File: config.mk
export PLATFORM = sky130hd
export DESIGN_NAME = async_serial_tx_rx_core
export DESIGN_NICKNAME = d
export VERILOG_FILES = /design/src/logic/uart_core_pkg.sv /design/src/logic/async_serial_tx_rx_core.sv
export SDC_FILE = /design/constraint.sdc
export NUM_CORES = 1
export LEC_CHECK = 0
export ABC_AREA = 1
export BUFFER_PORTS_ARGS = -buffer_cell sky130_fd_sc_hd__buf_2
export CORE_MARGIN = 4
export CORE_UTILIZATION = 54
export CTS_BUF_LIST = sky130_fd_sc_hd__clkbuf_4 sky130_fd_sc_hd__clkbuf_8
export DETAILED_ROUTE_END_ITERATION = 8
export GPL_TIMING_DRIVEN = 1
export PLACE_DENSITY = 0.81
export SETUP_SLACK_MARGIN = 0.3
export SLEW_MARGIN = 0
export SYNTH_ARGS = -nofsm -noshare
export SYNTH_HDL_FRONTEND = slang
export SYNTH_SLANG_ARGS = --single-unit
File: constraint.sdc
create_clock -name mclk -period 1.9 [get_ports mclk]
set_input_delay 0.095 -clock mclk [delete_from_list [all_inputs] [get_ports mclk]]
set_output_delay 0.095 -clock mclk [all_outputs]
set_load 0.02 [all_outputs]
File: src/logic/uart_core_pkg.sv
// Constants, register map and types of the asynchronous serial core
`default_nettype none
package uart_core_pkg;
	localparam int ADDR_W = 18;
	// Register indices; byte address is four times the index
	localparam logic [15:0] IDX_MODE = 16'hff50;
	localparam logic [15:0] IDX_RXBUF = 16'hff51;
	localparam logic [15:0] IDX_STATUS = 16'hff53;
	localparam logic [15:0] IDX_TXBUF = 16'hff54;
	localparam logic [15:0] IDX_PROGRESS = 16'hff55;
	localparam logic [15:0] IDX_PERIOD = 16'hff57;
	localparam logic [ADDR_W-1:0] ADDR_MODE = {IDX_MODE, 2'b00};
	localparam logic [ADDR_W-1:0] ADDR_RXBUF = {IDX_RXBUF, 2'b00};
	localparam logic [ADDR_W-1:0] ADDR_STATUS = {IDX_STATUS, 2'b00};
	localparam logic [ADDR_W-1:0] ADDR_TXBUF = {IDX_TXBUF, 2'b00};
	localparam logic [ADDR_W-1:0] ADDR_PROGRESS = {IDX_PROGRESS, 2'b00};
	localparam logic [ADDR_W-1:0] ADDR_PERIOD = {IDX_PERIOD, 2'b00};
	// Reset values
	localparam logic [7:0] MODE_RST = 8'h01;
	localparam logic [2:0] STATUS_RST = 3'h0;
	localparam logic [7:0] TXBUF_RST = 8'hff;
	localparam logic [7:0] RXBUF_RST = 8'hff;
	localparam logic [7:0] PERIOD_RST = 8'hff;
	// Field positions in the error and progress registers
	localparam int PE_BIT = 2;
	localparam int FE_BIT = 1;
	localparam int OV_BIT = 0;
	localparam int TXBF_BIT = 1;
	localparam int TXSF_BIT = 0;
	// Parity selections
	localparam logic [1:0] PAR_NONE = 2'b00;
	localparam logic [1:0] PAR_ZERO = 2'b01;
	localparam logic [1:0] PAR_ODD = 2'b10;
	localparam logic [1:0] PAR_EVEN = 2'b11;
	// Base-clock cycles after power-on before the bit counter runs
	localparam logic [1:0] POWER_UP_CYCLES = 2'd2;
	// Last data-bit index for 7 and 8 bit characters
	localparam logic [2:0] LAST_BIT_7 = 3'd6;
	localparam logic [2:0] LAST_BIT_8 = 3'd7;

	typedef struct packed {
		logic unit_power_on;
		logic transmit_enable;
		logic receive_enable;
		logic parity_select_hi;
		logic parity_select_lo;
		logic char_length_sel;
		logic stop_count_sel;
		logic error_irq_routing;
	} mode_t;

	typedef enum logic [2:0] {
		TX_IDLE, TX_START, TX_DATA, TX_PARITY, TX_STOP
	} tx_state_t;

	typedef enum logic [2:0] {
		RX_IDLE, RX_START, RX_DATA, RX_PARITY, RX_STOP
	} rx_state_t;
endpackage
`default_nettype wire

File: src/logic/async_serial_tx_rx_core.sv
// Asynchronous serial transmitter and receiver with an APB register slave
//
// Function
// - Writing the transmit holding buffer starts a transmission; resets to 0xff.
// - First byte moves to shifter at once; next byte as the last stop bit ends, with completion.
// - Shifter loads with the start bit; data, parity and stop bits follow on the base clock bit tick.
// - Mode register resets to 0x01: power, tx, rx, parity, length, stop, routing.
// - Power zero stops the unit and asynchronously resets its state.
// - Power zero holds the output pin high and input treated high.
// - Bit counter output runs only from the second cycle after power-on.
// - Clearing an enable synchronously resets that direction's circuit.
// - Parity field: none, zero, odd, even for send and check.
// - Zero parity reception never checks parity nor raises a parity error.
// - Length bit selects seven or eight data bits both ways.
// - Stop setting gives one or two stop bits; receiver checks one.
// - Errors raise the error interrupt, or with routing set the normal one.
// - Enabling reception on a low line starts a reception at once.
// - Error status holds parity, framing, overrun; cleared on read or disable.
// - Parity error set when received parity disagrees with computed parity.
// - Framing error set when the stop bit samples low.
// - Overrun set when a character completes before the buffer was read.
// - Seven-bit data lands in low bits with the top bit zero.
//
// The APB interface to the registers was chosen for this implementation.
`timescale 1ns/1ps
`default_nettype none
module async_serial_tx_rx_core (
	input wire logic mclk,
	input wire logic nrst,
	input wire logic psel,
	input wire logic penable,
	input wire logic pwrite,
	input wire logic [uart_core_pkg::ADDR_W-1:0] paddr,
	input wire logic [31:0] pwdata,
	output logic [31:0] prdata,
	output logic pready,
	output logic pslverr,
	input wire logic serial_in_pin,
	output logic serial_out_pin,
	output logic tx_complete_irq,
	output logic rx_complete_irq,
	output logic rx_error_irq
);
	uart_core_pkg::mode_t mode;
	logic [7:0] transmit_holding_buffer;
	logic [7:0] receive_holding_buffer;
	logic [7:0] bit_period;
	logic [2:0] receive_error_status;
	logic rx_full;
	logic tx_buffer_full_flag;
	logic tx_busy;
	logic [1:0] power_cnt;
	logic baud_ok;
	logic core_rst_n;
	logic access;
	logic wr_en;
	logic rd_en;
	logic mapped;
	logic [7:0] period_last;
	logic [7:0] period_half;
	logic [2:0] last_bit;
	logic [1:0] par_mode;
	logic rx_line;

	uart_core_pkg::tx_state_t tx_state;
	logic [7:0] transmit_shifter;
	logic [7:0] tx_cnt;
	logic [2:0] tx_bitn;
	logic tx_par;
	logic tx_stopn;
	logic tx_tick;
	logic tx_load;
	logic next_tx_par;

	uart_core_pkg::rx_state_t rx_state;
	logic [7:0] receive_shifter;
	logic [7:0] rx_cnt;
	logic [2:0] rx_bitn;
	logic rx_acc;
	logic rx_par;
	logic rx_tick;
	logic [7:0] rx_data;
	logic rx_pe;
	logic rx_fe;
	logic rx_ov;

	assign access = psel & penable & pready;
	assign wr_en = access & pwrite;
	assign rd_en = access & ~pwrite;
	assign core_rst_n = nrst & mode.unit_power_on;
	assign rx_line = mode.unit_power_on ? serial_in_pin : 1'b1;
	assign period_last = (bit_period == 8'h00) ? 8'h00 : bit_period - 8'h01;
	assign period_half = {1'b0, bit_period[7:1]};
	assign last_bit = mode.char_length_sel ? uart_core_pkg::LAST_BIT_8
		: uart_core_pkg::LAST_BIT_7;
	assign par_mode = {mode.parity_select_hi, mode.parity_select_lo};
	assign baud_ok = (power_cnt == uart_core_pkg::POWER_UP_CYCLES);
	assign mapped = (paddr == uart_core_pkg::ADDR_MODE)
		| (paddr == uart_core_pkg::ADDR_RXBUF)
		| (paddr == uart_core_pkg::ADDR_STATUS)
		| (paddr == uart_core_pkg::ADDR_TXBUF)
		| (paddr == uart_core_pkg::ADDR_PROGRESS)
		| (paddr == uart_core_pkg::ADDR_PERIOD);

	// APB answer one cycle into the access phase
	always_ff @(posedge mclk or negedge nrst) begin
		if (!nrst) begin
			pready <= 1'b0;
			pslverr <= 1'b0;
			prdata <= 32'h0000_0000;
		end else begin
			pready <= psel & penable & ~pready;
			pslverr <= psel & penable & ~pready & ~mapped;
			prdata <= 32'h0000_0000;
			if (psel & penable & ~pready & ~pwrite) begin
				case (paddr)
				uart_core_pkg::ADDR_MODE: prdata <= {24'h000000, mode};
				uart_core_pkg::ADDR_RXBUF: prdata <= {24'h000000,
					receive_holding_buffer};
				uart_core_pkg::ADDR_STATUS: prdata <= {29'h00000000,
					receive_error_status};
				uart_core_pkg::ADDR_TXBUF: prdata <= {24'h000000,
					transmit_holding_buffer};
				uart_core_pkg::ADDR_PROGRESS: prdata <= {30'h00000000,
					tx_buffer_full_flag, tx_busy};
				uart_core_pkg::ADDR_PERIOD: prdata <= {24'h000000, bit_period};
				default: prdata <= 32'h0000_0000;
				endcase
			end
		end
	end

	// Software-written registers
	always_ff @(posedge mclk or negedge nrst) begin
		if (!nrst) begin
			mode <= uart_core_pkg::MODE_RST;
			transmit_holding_buffer <= uart_core_pkg::TXBUF_RST;
			bit_period <= uart_core_pkg::PERIOD_RST;
		end else if (wr_en) begin
			case (paddr)
			uart_core_pkg::ADDR_MODE: mode <= pwdata[7:0];
			uart_core_pkg::ADDR_TXBUF:
				transmit_holding_buffer <= pwdata[7:0];
			uart_core_pkg::ADDR_PERIOD: bit_period <= pwdata[7:0];
			default: mode <= mode;
			endcase
		end
	end

	// Power-up delay before the bit counters may run
	always_ff @(posedge mclk or negedge core_rst_n) begin
		if (!core_rst_n) begin
			power_cnt <= 2'd0;
		end else if (!baud_ok) begin
			power_cnt <= power_cnt + 2'd1;
		end
	end

	// Transmitter
	assign tx_tick = (tx_state != uart_core_pkg::TX_IDLE)
		& (tx_cnt == period_last);
	assign tx_load = tx_buffer_full_flag & baud_ok
		& ((tx_state == uart_core_pkg::TX_IDLE)
		| ((tx_state == uart_core_pkg::TX_STOP) & tx_tick
		& ~(mode.stop_count_sel & ~tx_stopn)));

	always_comb begin
		case (par_mode)
		uart_core_pkg::PAR_ODD: next_tx_par = ~^{transmit_holding_buffer[7]
			& mode.char_length_sel, transmit_holding_buffer[6:0]};
		uart_core_pkg::PAR_EVEN: next_tx_par = ^{transmit_holding_buffer[7]
			& mode.char_length_sel, transmit_holding_buffer[6:0]};
		default: next_tx_par = 1'b0;
		endcase
	end

	always_ff @(posedge mclk or negedge core_rst_n) begin
		if (!core_rst_n) begin
			tx_state <= uart_core_pkg::TX_IDLE;
			transmit_shifter <= 8'hff;
			tx_cnt <= 8'h00;
			tx_bitn <= 3'd0;
			tx_par <= 1'b0;
			tx_stopn <= 1'b0;
			tx_buffer_full_flag <= 1'b0;
			tx_busy <= 1'b0;
			serial_out_pin <= 1'b1;
			tx_complete_irq <= 1'b0;
		end else if (!mode.transmit_enable) begin
			tx_state <= uart_core_pkg::TX_IDLE;
			tx_cnt <= 8'h00;
			tx_buffer_full_flag <= 1'b0;
			tx_busy <= 1'b0;
			serial_out_pin <= 1'b1;
			tx_complete_irq <= 1'b0;
		end else begin
			tx_complete_irq <= 1'b0;
			tx_cnt <= (tx_tick | (tx_state == uart_core_pkg::TX_IDLE))
				? 8'h00 : tx_cnt + 8'h01;
			if (tx_load) begin
				// Shifter loads and start bit goes out together
				transmit_shifter <= transmit_holding_buffer;
				tx_par <= next_tx_par;
				tx_buffer_full_flag <= 1'b0;
				tx_busy <= 1'b1;
				tx_state <= uart_core_pkg::TX_START;
				tx_cnt <= 8'h00;
				serial_out_pin <= 1'b0;
				if (tx_state == uart_core_pkg::TX_STOP) begin
					tx_complete_irq <= 1'b1;
				end
			end else if (tx_tick) begin
				case (tx_state)
				uart_core_pkg::TX_START: begin
					serial_out_pin <= transmit_shifter[0];
					transmit_shifter <= {1'b1, transmit_shifter[7:1]};
					tx_bitn <= 3'd0;
					tx_state <= uart_core_pkg::TX_DATA;
				end
				uart_core_pkg::TX_DATA: begin
					if (tx_bitn == last_bit) begin
						if (par_mode != uart_core_pkg::PAR_NONE) begin
							serial_out_pin <= tx_par;
							tx_state <= uart_core_pkg::TX_PARITY;
						end else begin
							serial_out_pin <= 1'b1;
							tx_stopn <= 1'b0;
							tx_state <= uart_core_pkg::TX_STOP;
						end
					end else begin
						serial_out_pin <= transmit_shifter[0];
						transmit_shifter <= {1'b1, transmit_shifter[7:1]};
						tx_bitn <= tx_bitn + 3'd1;
					end
				end
				uart_core_pkg::TX_PARITY: begin
					serial_out_pin <= 1'b1;
					tx_stopn <= 1'b0;
					tx_state <= uart_core_pkg::TX_STOP;
				end
				uart_core_pkg::TX_STOP: begin
					if (mode.stop_count_sel & ~tx_stopn) begin
						tx_stopn <= 1'b1;
					end else begin
						tx_complete_irq <= 1'b1;
						tx_busy <= 1'b0;
						tx_state <= uart_core_pkg::TX_IDLE;
					end
				end
				default: tx_state <= uart_core_pkg::TX_IDLE;
				endcase
			end
			// Buffer write marks data pending; set wins over transfer
			if (wr_en & (paddr == uart_core_pkg::ADDR_TXBUF)) begin
				tx_buffer_full_flag <= 1'b1;
			end
		end
	end

	// Receiver
	assign rx_tick = (rx_state == uart_core_pkg::RX_START)
		? (rx_cnt == period_half) : (rx_cnt == period_last);
	assign rx_data = mode.char_length_sel ? receive_shifter
		: {1'b0, receive_shifter[7:1]};
	assign rx_pe = ((par_mode == uart_core_pkg::PAR_ODD)
		| (par_mode == uart_core_pkg::PAR_EVEN))
		& ((rx_acc ^ rx_par) != (par_mode == uart_core_pkg::PAR_ODD));
	assign rx_fe = ~rx_line;
	assign rx_ov = rx_full;

	always_ff @(posedge mclk or negedge core_rst_n) begin
		if (!core_rst_n) begin
			rx_state <= uart_core_pkg::RX_IDLE;
			receive_shifter <= 8'hff;
			rx_cnt <= 8'h00;
			rx_bitn <= 3'd0;
			rx_acc <= 1'b0;
			rx_par <= 1'b0;
			rx_complete_irq <= 1'b0;
			rx_error_irq <= 1'b0;
		end else if (!mode.receive_enable) begin
			rx_state <= uart_core_pkg::RX_IDLE;
			rx_cnt <= 8'h00;
			rx_complete_irq <= 1'b0;
			rx_error_irq <= 1'b0;
		end else begin
			rx_complete_irq <= 1'b0;
			rx_error_irq <= 1'b0;
			rx_cnt <= (rx_tick | (rx_state == uart_core_pkg::RX_IDLE))
				? 8'h00 : rx_cnt + 8'h01;
			case (rx_state)
			uart_core_pkg::RX_IDLE: begin
				if (~rx_line & baud_ok) begin
					rx_state <= uart_core_pkg::RX_START;
				end
			end
			uart_core_pkg::RX_START: begin
				if (rx_tick) begin
					rx_bitn <= 3'd0;
					rx_acc <= 1'b0;
					rx_state <= rx_line ? uart_core_pkg::RX_IDLE
						: uart_core_pkg::RX_DATA;
				end
			end
			uart_core_pkg::RX_DATA: begin
				if (rx_tick) begin
					receive_shifter <= {rx_line, receive_shifter[7:1]};
					rx_acc <= rx_acc ^ rx_line;
					rx_bitn <= rx_bitn + 3'd1;
					if (rx_bitn == last_bit) begin
						rx_state <= (par_mode != uart_core_pkg::PAR_NONE)
							? uart_core_pkg::RX_PARITY
							: uart_core_pkg::RX_STOP;
					end
				end
			end
			uart_core_pkg::RX_PARITY: begin
				if (rx_tick) begin
					rx_par <= rx_line;
					rx_state <= uart_core_pkg::RX_STOP;
				end
			end
			uart_core_pkg::RX_STOP: begin
				// Only one stop bit is ever checked
				if (rx_tick) begin
					if (rx_pe | rx_fe | rx_ov) begin
						rx_error_irq <= ~mode.error_irq_routing;
						rx_complete_irq <= mode.error_irq_routing;
					end else begin
						rx_complete_irq <= 1'b1;
					end
					rx_state <= uart_core_pkg::RX_IDLE;
				end
			end
			default: rx_state <= uart_core_pkg::RX_IDLE;
			endcase
		end
	end

	// Receive buffer and error flags; a new event wins over a read
	always_ff @(posedge mclk or negedge core_rst_n) begin
		if (!core_rst_n) begin
			receive_holding_buffer <= uart_core_pkg::RXBUF_RST;
			rx_full <= 1'b0;
			receive_error_status <= uart_core_pkg::STATUS_RST;
		end else if (!mode.receive_enable) begin
			rx_full <= 1'b0;
			receive_error_status <= uart_core_pkg::STATUS_RST;
		end else begin
			if (rd_en & (paddr == uart_core_pkg::ADDR_RXBUF)) begin
				rx_full <= 1'b0;
			end
			if (rd_en & (paddr == uart_core_pkg::ADDR_STATUS)) begin
				receive_error_status <= 3'h0;
			end
			if ((rx_state == uart_core_pkg::RX_STOP) & rx_tick) begin
				receive_error_status <= ((rd_en
					& (paddr == uart_core_pkg::ADDR_STATUS))
					? 3'h0 : receive_error_status)
					| {rx_pe, rx_fe, rx_ov};
				if (!rx_ov) begin
					receive_holding_buffer <= rx_data;
					rx_full <= 1'b1;
				end
			end
		end
	end
endmodule
`default_nettype wire

Word level (Yosys, flattened, before mapping)
Index checks and enable logic that the tools add are counted.
{"block": "totals", "ff_bits": 126, "elab_cells": 234}
{"block": "op_classes", "reduce_logical": 27, "addsub": 6, "n_eq_ne": 43, "n_mux": 79, "n_bitwise": 44}
{"operator": "equality test 18 bit (second input constant)", "n": 6}
{"operator": "two-way mux 8 bit", "n": 10}
{"operator": "two-way mux 3 bit", "n": 18}
{"operator": "case mux 8 bit (6 select lines)", "n": 1}
{"operator": "two-way mux 1 bit", "n": 39}
{"operator": "two-way mux 32 bit", "n": 1}
{"operator": "bitwise AND 1 bit", "n": 21}
{"operator": "inequality test 3 bit (second input constant)", "n": 7}
{"operator": "adder 8 x 1 -> 8 bit (second input constant)", "n": 2}
{"operator": "equality test 8 bit", "n": 2}
{"operator": "case mux 8 bit (2 select lines)", "n": 1}
{"operator": "case mux 3 bit (5 select lines)", "n": 1}
{"operator": "AND reduction 3 bit", "n": 5}
{"operator": "equality test 3 x 2 -> 1 bit (second input constant)", "n": 4}
{"operator": "case mux 3 bit (2 select lines)", "n": 2}
{"operator": "case mux 3 bit (4 select lines)", "n": 1}
{"operator": "bitwise OR 1 bit", "n": 11}
{"operator": "inequality test 2 bit (second input constant)", "n": 5}
{"operator": "AND reduction 2 bit", "n": 5}
{"operator": "inequality test 3 x 1 -> 1 bit (second input constant)", "n": 3}
{"operator": "NOT 1 bit", "n": 9}
{"operator": "nonzero test 3 bit", "n": 3}
{"operator": "equality test 8 x 7 -> 1 bit", "n": 1}
{"operator": "zero test 8 bit", "n": 1}
{"operator": "25 further kinds", "n": 40}

Depth between registers and ports, before layout
Gate-level depths: netlist of run 1.
{"block": "logic_depth", "depth_word": 11, "depth_mapped": 21, "depth_no_buf": 19}

Least setup slack after synthesis of run 1
Ideal clock, no wire load.
{"block": "synth_timing", "path_kind": "register to register", "from": "reg bit_period[0]", "to": "reg receive_holding_buffer[6]", "setup_time_ps": 81, "path_stages_with_launch": 17, "path_slack_ps": -532, "t_arrival_ps": 2351, "t_required_ps": 1819, "path_cell_list": "dfstp_2 > clkinv_1 > ha_1 > nand2_1 > nor2_2 > nand2_2 > buf_6 > nand3_2 > o21ai_1 > nand3_1 > nor2_1 > nand2_2 > nor2_2 > nand3_2 > buf_6 > nand2_1 > o21ai_2"}
{"block": "synth_between", "elab_chain_len": 6, "word_cells_on_any_way": 7, "cone_classes": "add/sub (1); eq/ne (1); mux (2); bitwise (1); reduce/logical (2)"}
{"item": "from (decl)", "line": "async_serial_tx_rx_core.sv:47", "source": "logic [7:0] bit_period;"}
{"item": "from (signal assigned)", "line": "async_serial_tx_rx_core.sv:138", "source": "bit_period <= uart_core_pkg::PERIOD_RST;"}
{"item": "from (signal assigned)", "line": "async_serial_tx_rx_core.sv:144", "source": "uart_core_pkg::ADDR_PERIOD: bit_period <= pwdata[7:0];"}
{"item": "subtractor 8 x 1 -> 8 bit / zero test 8 bit (equally long branches)", "line": "async_serial_tx_rx_core.sv:92", "source": "assign period_last = (bit_period == 8'h00) ? 8'h00 : bit_period - 8'h01;"}
{"item": "two-way mux 8 bit (*)", "line": "async_serial_tx_rx_core.sv:92"}
{"item": "equality test 8 bit (*)", "line": "async_serial_tx_rx_core.sv:262", "source": "? (rx_cnt == period_half) : (rx_cnt == period_last);"}
{"item": "two-way mux 1 bit (*)", "line": "async_serial_tx_rx_core.sv:262"}
{"item": "bitwise AND 1 bit (*)", "line": "async_serial_tx_rx_core.sv:356", "source": "if ((rx_state == uart_core_pkg::RX_STOP) & rx_tick) begin"}
{"item": "AND reduction 3 bit (no source line) (*)"}
{"item": "to (signal assigned)", "line": "async_serial_tx_rx_core.sv:343", "source": "receive_holding_buffer <= uart_core_pkg::RXBUF_RST;"}
{"item": "to (signal assigned)", "line": "async_serial_tx_rx_core.sv:362", "source": "receive_holding_buffer <= rx_data;"}
{"item": "to (decl)", "line": "async_serial_tx_rx_core.sv:46", "source": "logic [7:0] receive_holding_buffer;"}
Every way passes the cells marked *; elsewhere a longest branch is shown, timed or not.
A chain may end at the register's enable or synchronous reset.

Worst setup path in the final report of run 1
{"block": "layout_timing", "from": "reg bit_period[0]", "to": "reg tx_par"}
{"block": "layout_between", "elab_chain_len": 9, "word_cells_on_any_way": 10, "cone_classes": "add/sub (1); eq/ne (1); mux (1); bitwise (5); reduce/logical (2)"}
{"item": "subtractor 8 x 1 -> 8 bit / zero test 8 bit (equally long branches)", "line": "async_serial_tx_rx_core.sv:92"}
{"item": "two-way mux 8 bit (*)", "line": "async_serial_tx_rx_core.sv:92"}
{"item": "equality test 8 bit (*)", "line": "async_serial_tx_rx_core.sv:161", "source": "& (tx_cnt == period_last);"}
{"item": "bitwise AND 1 bit (*)", "line": "async_serial_tx_rx_core.sv:161"}
{"item": "bitwise AND 1 bit (*)", "line": "async_serial_tx_rx_core.sv:164", "source": "| ((tx_state == uart_core_pkg::TX_STOP) & tx_tick"}
{"item": "bitwise AND 1 bit (*)", "line": "async_serial_tx_rx_core.sv:165", "source": "& ~(mode.stop_count_sel & ~tx_stopn)));"}
{"item": "bitwise OR 1 bit (*)", "line": "async_serial_tx_rx_core.sv:164"}
{"item": "bitwise AND 1 bit (*)", "line": "async_serial_tx_rx_core.sv:163", "source": "& ((tx_state == uart_core_pkg::TX_IDLE)"}
{"item": "AND reduction 2 bit (no source line) (*)"}
{"item": "to (signal assigned)", "line": "async_serial_tx_rx_core.sv:203", "source": "tx_par <= next_tx_par;"}
{"item": "to (decl)", "line": "async_serial_tx_rx_core.sv:69", "source": "logic tx_par;"}
Marks and branches as above.

==> results of run 1 <==
-- state kept, by name (all words and copies together) (netlist names), 3 cells and up --
name / cells
mode: 8
bit_period: 8
tx_bitn: 3
rx_state: 3
receive_holding_buffer: 8
rx_cnt: 8
transmit_holding_buffer: 8
receive_shifter: 8
rx_bitn: 3
tx_cnt: 8
receive_error_status: 3
tx_state: 3
prdata: 8
transmit_shifter: 8
-- kinds of logic (layout without fill, tap and decap cells) --
logic type | Yosys count | in the layout | synth area share, %
simple gates | 424 | 426 | 30.8
buf+inv | 147 | 268 | 11.1
other cells | 1 | 24 | 0.0616
fa+ha+maj | 6 | 6 | 1.23
flops | 102 | 102 | 42.8
xor+xnor | 24 | 24 | 3.45
compound gates | 112 | 112 | 10.6
-- power breakdown --
part	total, mW	leakage, nW	switching, mW	internal (mW)
registers	2.17	1.26	0.00121	2.17
clock network	1.32	0.0849	0.799	0.520
logic	0.152	2.25	0.103	0.0496
total	3.65	3.59	0.902	2.74
-- area by class of cell --
class                           count  area share (%)
Sequential cell                   102            33.1
Clock buffer                       11            1.76
Tap cell                          140            2.22
Multi-Input combinational cell    592            43.0
Clock inverter                      5           0.540
Inverter                          107            5.24
Timing Repair Buffer              145            14.2
-- metal layers --
metal | track usage [%] | part of all wire [%]
met4 | 7.84 | 2.7
met2 | 41.8 | 50
met5 | 0 | 0
met1 | 34.2 | 42
met3 | 5.23 | 5.7
-- worst register-to-register path: cells and delay by family (launching register included) --
family,cells,cell delay [ps]
fa+ha+maj,1,180
flops,1,570
compound gates,1,170
simple gates,10,1100
buf+inv,3,350
-- what timing repair did --
item,in CTS,in global routing
hold endpoints to repair,78,0
hold buffers,12,0
pin swaps,15,23
setup buffers,11,1
setup endpoints to repair,66,70
gates cloned,1,3
gates resized for setup,59,60
-- synthesized netlist by cell type, types with 3 or more instances --
cell type  number  area (um^2)
o21ai_2         8         70.1
nand3_1        65          325
a31oi_1         4         25.0
dfstp_2        42         1100
nand4_1        22          138
buf_2           3         15.0
o2111ai_1       3         26.3
o21ai_1        12         60.1
a21oi_1         7         35.0
nand3_2         4         40.0
o21ai_0        59          295
ha_1            6         75.1
buf_4          24          180
xnor2_1         7         61.3
o22ai_1         7         43.8
nor2_2          6         37.5
buf_6           4         45.0
nand2_2         5         31.3
o211ai_1        8         60.1
xor2_1         17          149
nor3_1         14         70.1
dfrtp_1        60         1500
nand2_1       212          796
clkbuf_1        8         30.0
nand3b_1        4         30.0
nor2_1         80          300
inv_1         103          387
-- stage by stage --
stage,TNS (ps),utilization [%],cell area [um^2],setup WS [ps]
after floorplan,-10850,-,6270,-303
after global placement,-19010,63.6,6960,-409
after detailed placement,-21960,63.6,6960,-466
after CTS,-21650,69.5,7590,-425
after global routing,-35190,72.0,7870,-703
final,-25330,72.0,7870,-529
-- final timing paths --
path                               startpoint                 end  depth (start not counted)
worst max register to register  bit_period[0]              tx_par                         15
min in group asynchronous                nrst             mode[7]                          3
worst min-delay path                     psel             pslverr                          5
worst max-delay path            bit_period[0]              tx_par                         15
worst min register to register        mode[7]         tx_state[0]                          3
max in group asynchronous             mode[7]  receive_shifter[4]                          3
==> results.ini, run 1 <==
[clock_tree]
cts_tree=yes
ctsRootBufferMaster=clkbuf_8
clkLatencyLatePin_ps=390
numClockSinks=102
cts_max_level=3
ctsLongestPathBuffers=2
clk_pin_slew_ps=110
cts_buffers=9

[placed_design]
place_inst=1058
port_buffers=45
routabilityCongestion=0.946
hpwl_um=11300

[grt]
first_global_vias=5689
grt_util_all_layers_pct=25.5
antenna_found_initial=0
grt_max_degree=69
grt-ovfl-total=0
grt_first_pass_wirelength_um=26600

[sta]
clock-skew-final_ps=18.5
worstMarginPinSlew_ps=619
fin_ws_ps=-529
post-route-period-util_pct=128
slew_violations=0
max_slew_margin_pct=58.7
hold_viol=0
fmax_mhz=412
whs_ps=65.2
grt_setup_unrepaired=yes
setup_viol=66
min_period_ps=2430

[synthesis]
synth.ff_latch_count=102
synth_warnings=0
synth-edff-count=0
ys_async_sr_fraction_pct=100
yosysSeqAreaShare_pct=42.8
netlist_area_um2=6090
synthFlopType=dfrtp_1
netlist_instances=816
synth.avg_cell_area_um2=7.46
synth_cell_types=43

[final_layout]
regArea_um2=2610
diodes=0
nets=1019
multi_input_area_um2=3380
final_cell_mix=183 x nand2_1, 101 x inv_1, 69 x buf_4
final_cells=1102
n_fill_cell=840
area_growth_pct=29.3
drive_gt1_share_pct=32.4
final_common_cell=nand2_1

[floorplan]
core_area_um2=10900
start_util_pct=55.7
io_pins=94
rows=38
die-area_um2=13000
fp.dieW_um=114
die_height_um=114

[setup_path]
crit_arrival_ps=2740
crit_path_start_kind=flop
crit_chain=clkinv_4 > ha_4 > nand2_2 > nand2_1 > nand2_2 > nor2_2 > buf_4 > nand2_1 > nand4_1 > nor2_4 > nand3_4 > nand2_8 > nand3_4 > buf_6 > o21ai_1
r2r_setup_slack_ps=-530
slowest_stage=dfstp_2
critPathTopFamily=simple AND/OR/NAND/NOR gates
end_kind=flop
critPathKind=flop to flop
critPathBufInv=3
critical_path_required_ps=2210
crit_fanout=5
max_stage_delay_ps=570

[pwr]
p_leak_nw=3.59
finalPower_mw=3.65
power_density_nw_per_um2=463
ir_worst_vdd_mv=0.597

[status]
violations=setup timing
status=finished, violations left

[routing]
drtPass1Iterations=5
routed_wl_um=16700
ant_nets=0
vias=5901
wl_per_cell_um=15.1
drcViolationCount=0
vias_per_cell=5.35
drtIter0Drc=483

[min_path]
hold_class=input pin to flop

[run]
cap_viol_max_count=0

(Power assumes the default switching activity.)
==> inputs of run 2 (changes only) <==
--- a/config.mk
+++ b/config.mk
@@ -7,6 +7,7 @@
 export LEC_CHECK = 0
 export ABC_AREA = 1
 export BUFFER_PORTS_ARGS = -buffer_cell sky130_fd_sc_hd__buf_2
+export CORE_ASPECT_RATIO = 0.75
 export CORE_MARGIN = 4
 export CORE_UTILIZATION = 54
 export CTS_BUF_LIST = sky130_fd_sc_hd__clkbuf_4 sky130_fd_sc_hd__clkbuf_8
==> results.ini, run 2 (same netlist as run 1, synthesis figures left out) <==
[routing]
drcViolationCount=0  ; unchanged
routed_wl_um=16300  ; was 16700 um
vias_per_cell=5.35  ; about the same
drtIter0Drc=517  ; was 483
wl_per_cell_um=14.9  ; was 15.1 um
vias=5863  ; was 5901
ant_nets=0  ; unchanged
drtPass1Iterations=5  ; unchanged

[sta]
whs_ps=12.8  ; was 65.2 ps
grt_setup_unrepaired=yes  ; unchanged
min_period_ps=2360  ; was 2430 ps
setup_viol=66  ; unchanged
hold_viol=0  ; unchanged
clock-skew-final_ps=15.3  ; was 18.5 ps
worstMarginPinSlew_ps=566  ; was 619 ps
fin_ws_ps=-461  ; was -529 ps
post-route-period-util_pct=124  ; was 128%
max_slew_margin_pct=62.2  ; was 58.7%
setup-tns-final_ps=-23920  ; was -25330 ps
slew_violations=0  ; unchanged
fmax_mhz=424  ; was 412 MHz

[grt]
grt_max_degree=35  ; was 69
grt_util_all_layers_pct=25.1  ; was 25.5%
grt_first_pass_wirelength_um=26000  ; was 26600 um
grt-ovfl-total=0  ; unchanged
first_global_vias=5301  ; was 5689
antenna_found_initial=0  ; unchanged

[final_layout]
regArea_um2=2610  ; unchanged
final_util_pct=70.7  ; was 72.0%
n_fill_cell=851  ; was 840
multi_input_area_um2=3330  ; was 3380 um^2
drive_gt1_share_pct=31.4  ; was 32.4%
nets=1013  ; was 1019
area_growth_pct=27.4  ; was 29.3%
final_cell_mix=186 x nand2_1, 102 x inv_1, 72 x buf_4  ; was 183 x nand2_1, 101 x inv_1, 69 x buf_4
fin_area_um2=7760  ; was 7870 um^2
final_common_cell=nand2_1  ; unchanged
diodes=0  ; unchanged

[setup_path]
r2r-end=receive_holding_buffer[5]  ; was tx_par
slowest_stage=dfstp_2  ; unchanged
crit_fanout=16  ; was 5
critPathBufInv=3  ; unchanged
critical_path_required_ps=2210  ; about the same
crit_top_cell=nand2_1
r2r_setup_slack_ps=-460  ; was -530 ps
crit_arrival_ps=2670  ; was 2740 ps
end_kind=flop  ; unchanged
crit-reg2reg-launch=bit_period[0]  ; unchanged
crit_path_start_kind=flop  ; unchanged
reg2reg_depth=18  ; was 15
crit_chain=clkinv_4 > ha_4 > nand2_4 > nor2_4 > nand2_4 > buf_6 > nand3_2 > nand2_1 > nand2_1 > nand2_1 > nand3_1 > nor2_2 > nand2_4 > nor2_4 > nand3_2 > buf_12 > nand2_1 > o21ai_2  ; was clkinv_4 > ha_4 > nand2_2 > nand2_1 > nand2_2 > nor2_2 > buf_4 > nand2_1 > nand4_1 > nor2_4 > nand3_4 > nand2_8 > nand3_4 > buf_6 > o21ai_1
max_stage_delay_ps=580  ; was 570 ps
critPathKind=flop to flop  ; unchanged
critPathTopFamily=simple AND/OR/NAND/NOR gates  ; unchanged

[min_path]
hold_end=bit_period[4]  ; was pslverr
whs_path_depth=3  ; was 5
hold_class=input pin to flop  ; unchanged
hold_start=pwdata[4]  ; was psel

[pwr]
p_leak_nw=3.56  ; was 3.59 nW
finalPower_mw=3.69  ; was 3.65 mW
power_density_nw_per_um2=475  ; was 463 nW/um^2
ir_worst_vdd_mv=0.467  ; was 0.597 mV

[status]
status=finished, violations left  ; unchanged
violations=setup timing  ; unchanged

[clock_tree]
numClockSinks=102  ; unchanged
cts_buffers=9  ; unchanged
clk_pin_slew_ps=110  ; about the same
clkLatencyLatePin_ps=390  ; about the same
cts_max_level=3  ; unchanged
ctsLongestPathBuffers=2  ; unchanged
cts_tree=yes  ; unchanged
ctsRootBufferMaster=clkbuf_8  ; unchanged

[floorplan]
rows=33  ; was 38
die-area_um2=13100  ; was 13000 um^2
fp.dieW_um=131  ; was 114 um
io_pins=94  ; unchanged
die_height_um=100  ; was 114 um
start_util_pct=55.5  ; was 55.7%
core_area_um2=11000  ; was 10900 um^2

[placed_design]
hpwl_um=11800  ; was 11300 um
dpl-instance-area_um2=6990  ; was 6960 um^2
routabilityCongestion=0.930  ; was 0.946
port_buffers=45  ; unchanged

[run]
cap_viol_max_count=0  ; unchanged

[run 2: metal layers]
layer	GRT usage (%)	share of wire, %	vias to the layer above
met5	0	0	-
met4	6.17	1.2	0
met3	4.04	6.2	24
met2	38.1	45	181
met1	37.7	47	2794
li1	-	-	2864
[run 2: worst max-delay path by stage]
stage                       start                   endpoint  cells past startpoint  slack, ps
CTS                 bit_period[0]  receive_holding_buffer[5]                     18       -400
finish              bit_period[0]  receive_holding_buffer[5]                     18       -460
global route        bit_period[0]  receive_holding_buffer[5]                     18       -590
floorplan           bit_period[0]        transmit_shifter[0]                     20       -300
detailed placement  bit_period[0]  receive_holding_buffer[4]                     17       -460
global placement    bit_period[0]             serial_out_pin                     19       -400
[run 2: worst reg2reg max path, delay by kind of cell, from the launching register on]
family | cells | cell delay, ps
adders and majority gates | 1 | 180
DFF | 1 | 580
and+or+nand+nor | 13 | 1130
buffers and inverters | 3 | 360
AOI/OAI and AO/OA | 1 | 50
[run 2: cell type report]
cell class | instances | area share (%)
clock inverter | 6 | 0.661
multi-input combinational | 591 | 42.9
timing repair buffer | 140 | 13.5
tap | 140 | 2.26
clock buffer | 10 | 1.77
sequential | 102 | 33.6
inverter | 107 | 5.35
[run 2: per-stage QoR]
stage               setup slack [ps]  std cells
floorplan                       -303        839
global placement                -396       1062
detailed placement              -457       1062
CTS                             -399       1092
global route                    -594       1096
finish                          -461       1096
[run 2: report_power, final]
group	switching (mW)	internal (mW)
Sequential	0.00128	2.17
Combinational	0.101	0.0429
Clock	0.833	0.534
[run 2: repair_timing]
| action | 4_1_cts | 5_1_grt |
|---|---|---|
| endpoints found under the setup margin | 66 | 66 |
| resized for setup | 65 | 40 |
| hold buffers | 7 | 0 |
| cloned | 0 | 1 |
| hold endpoints to repair | 58 | 0 |
| pin swaps | 15 | 17 |
| setup buffers | 7 | 3 |
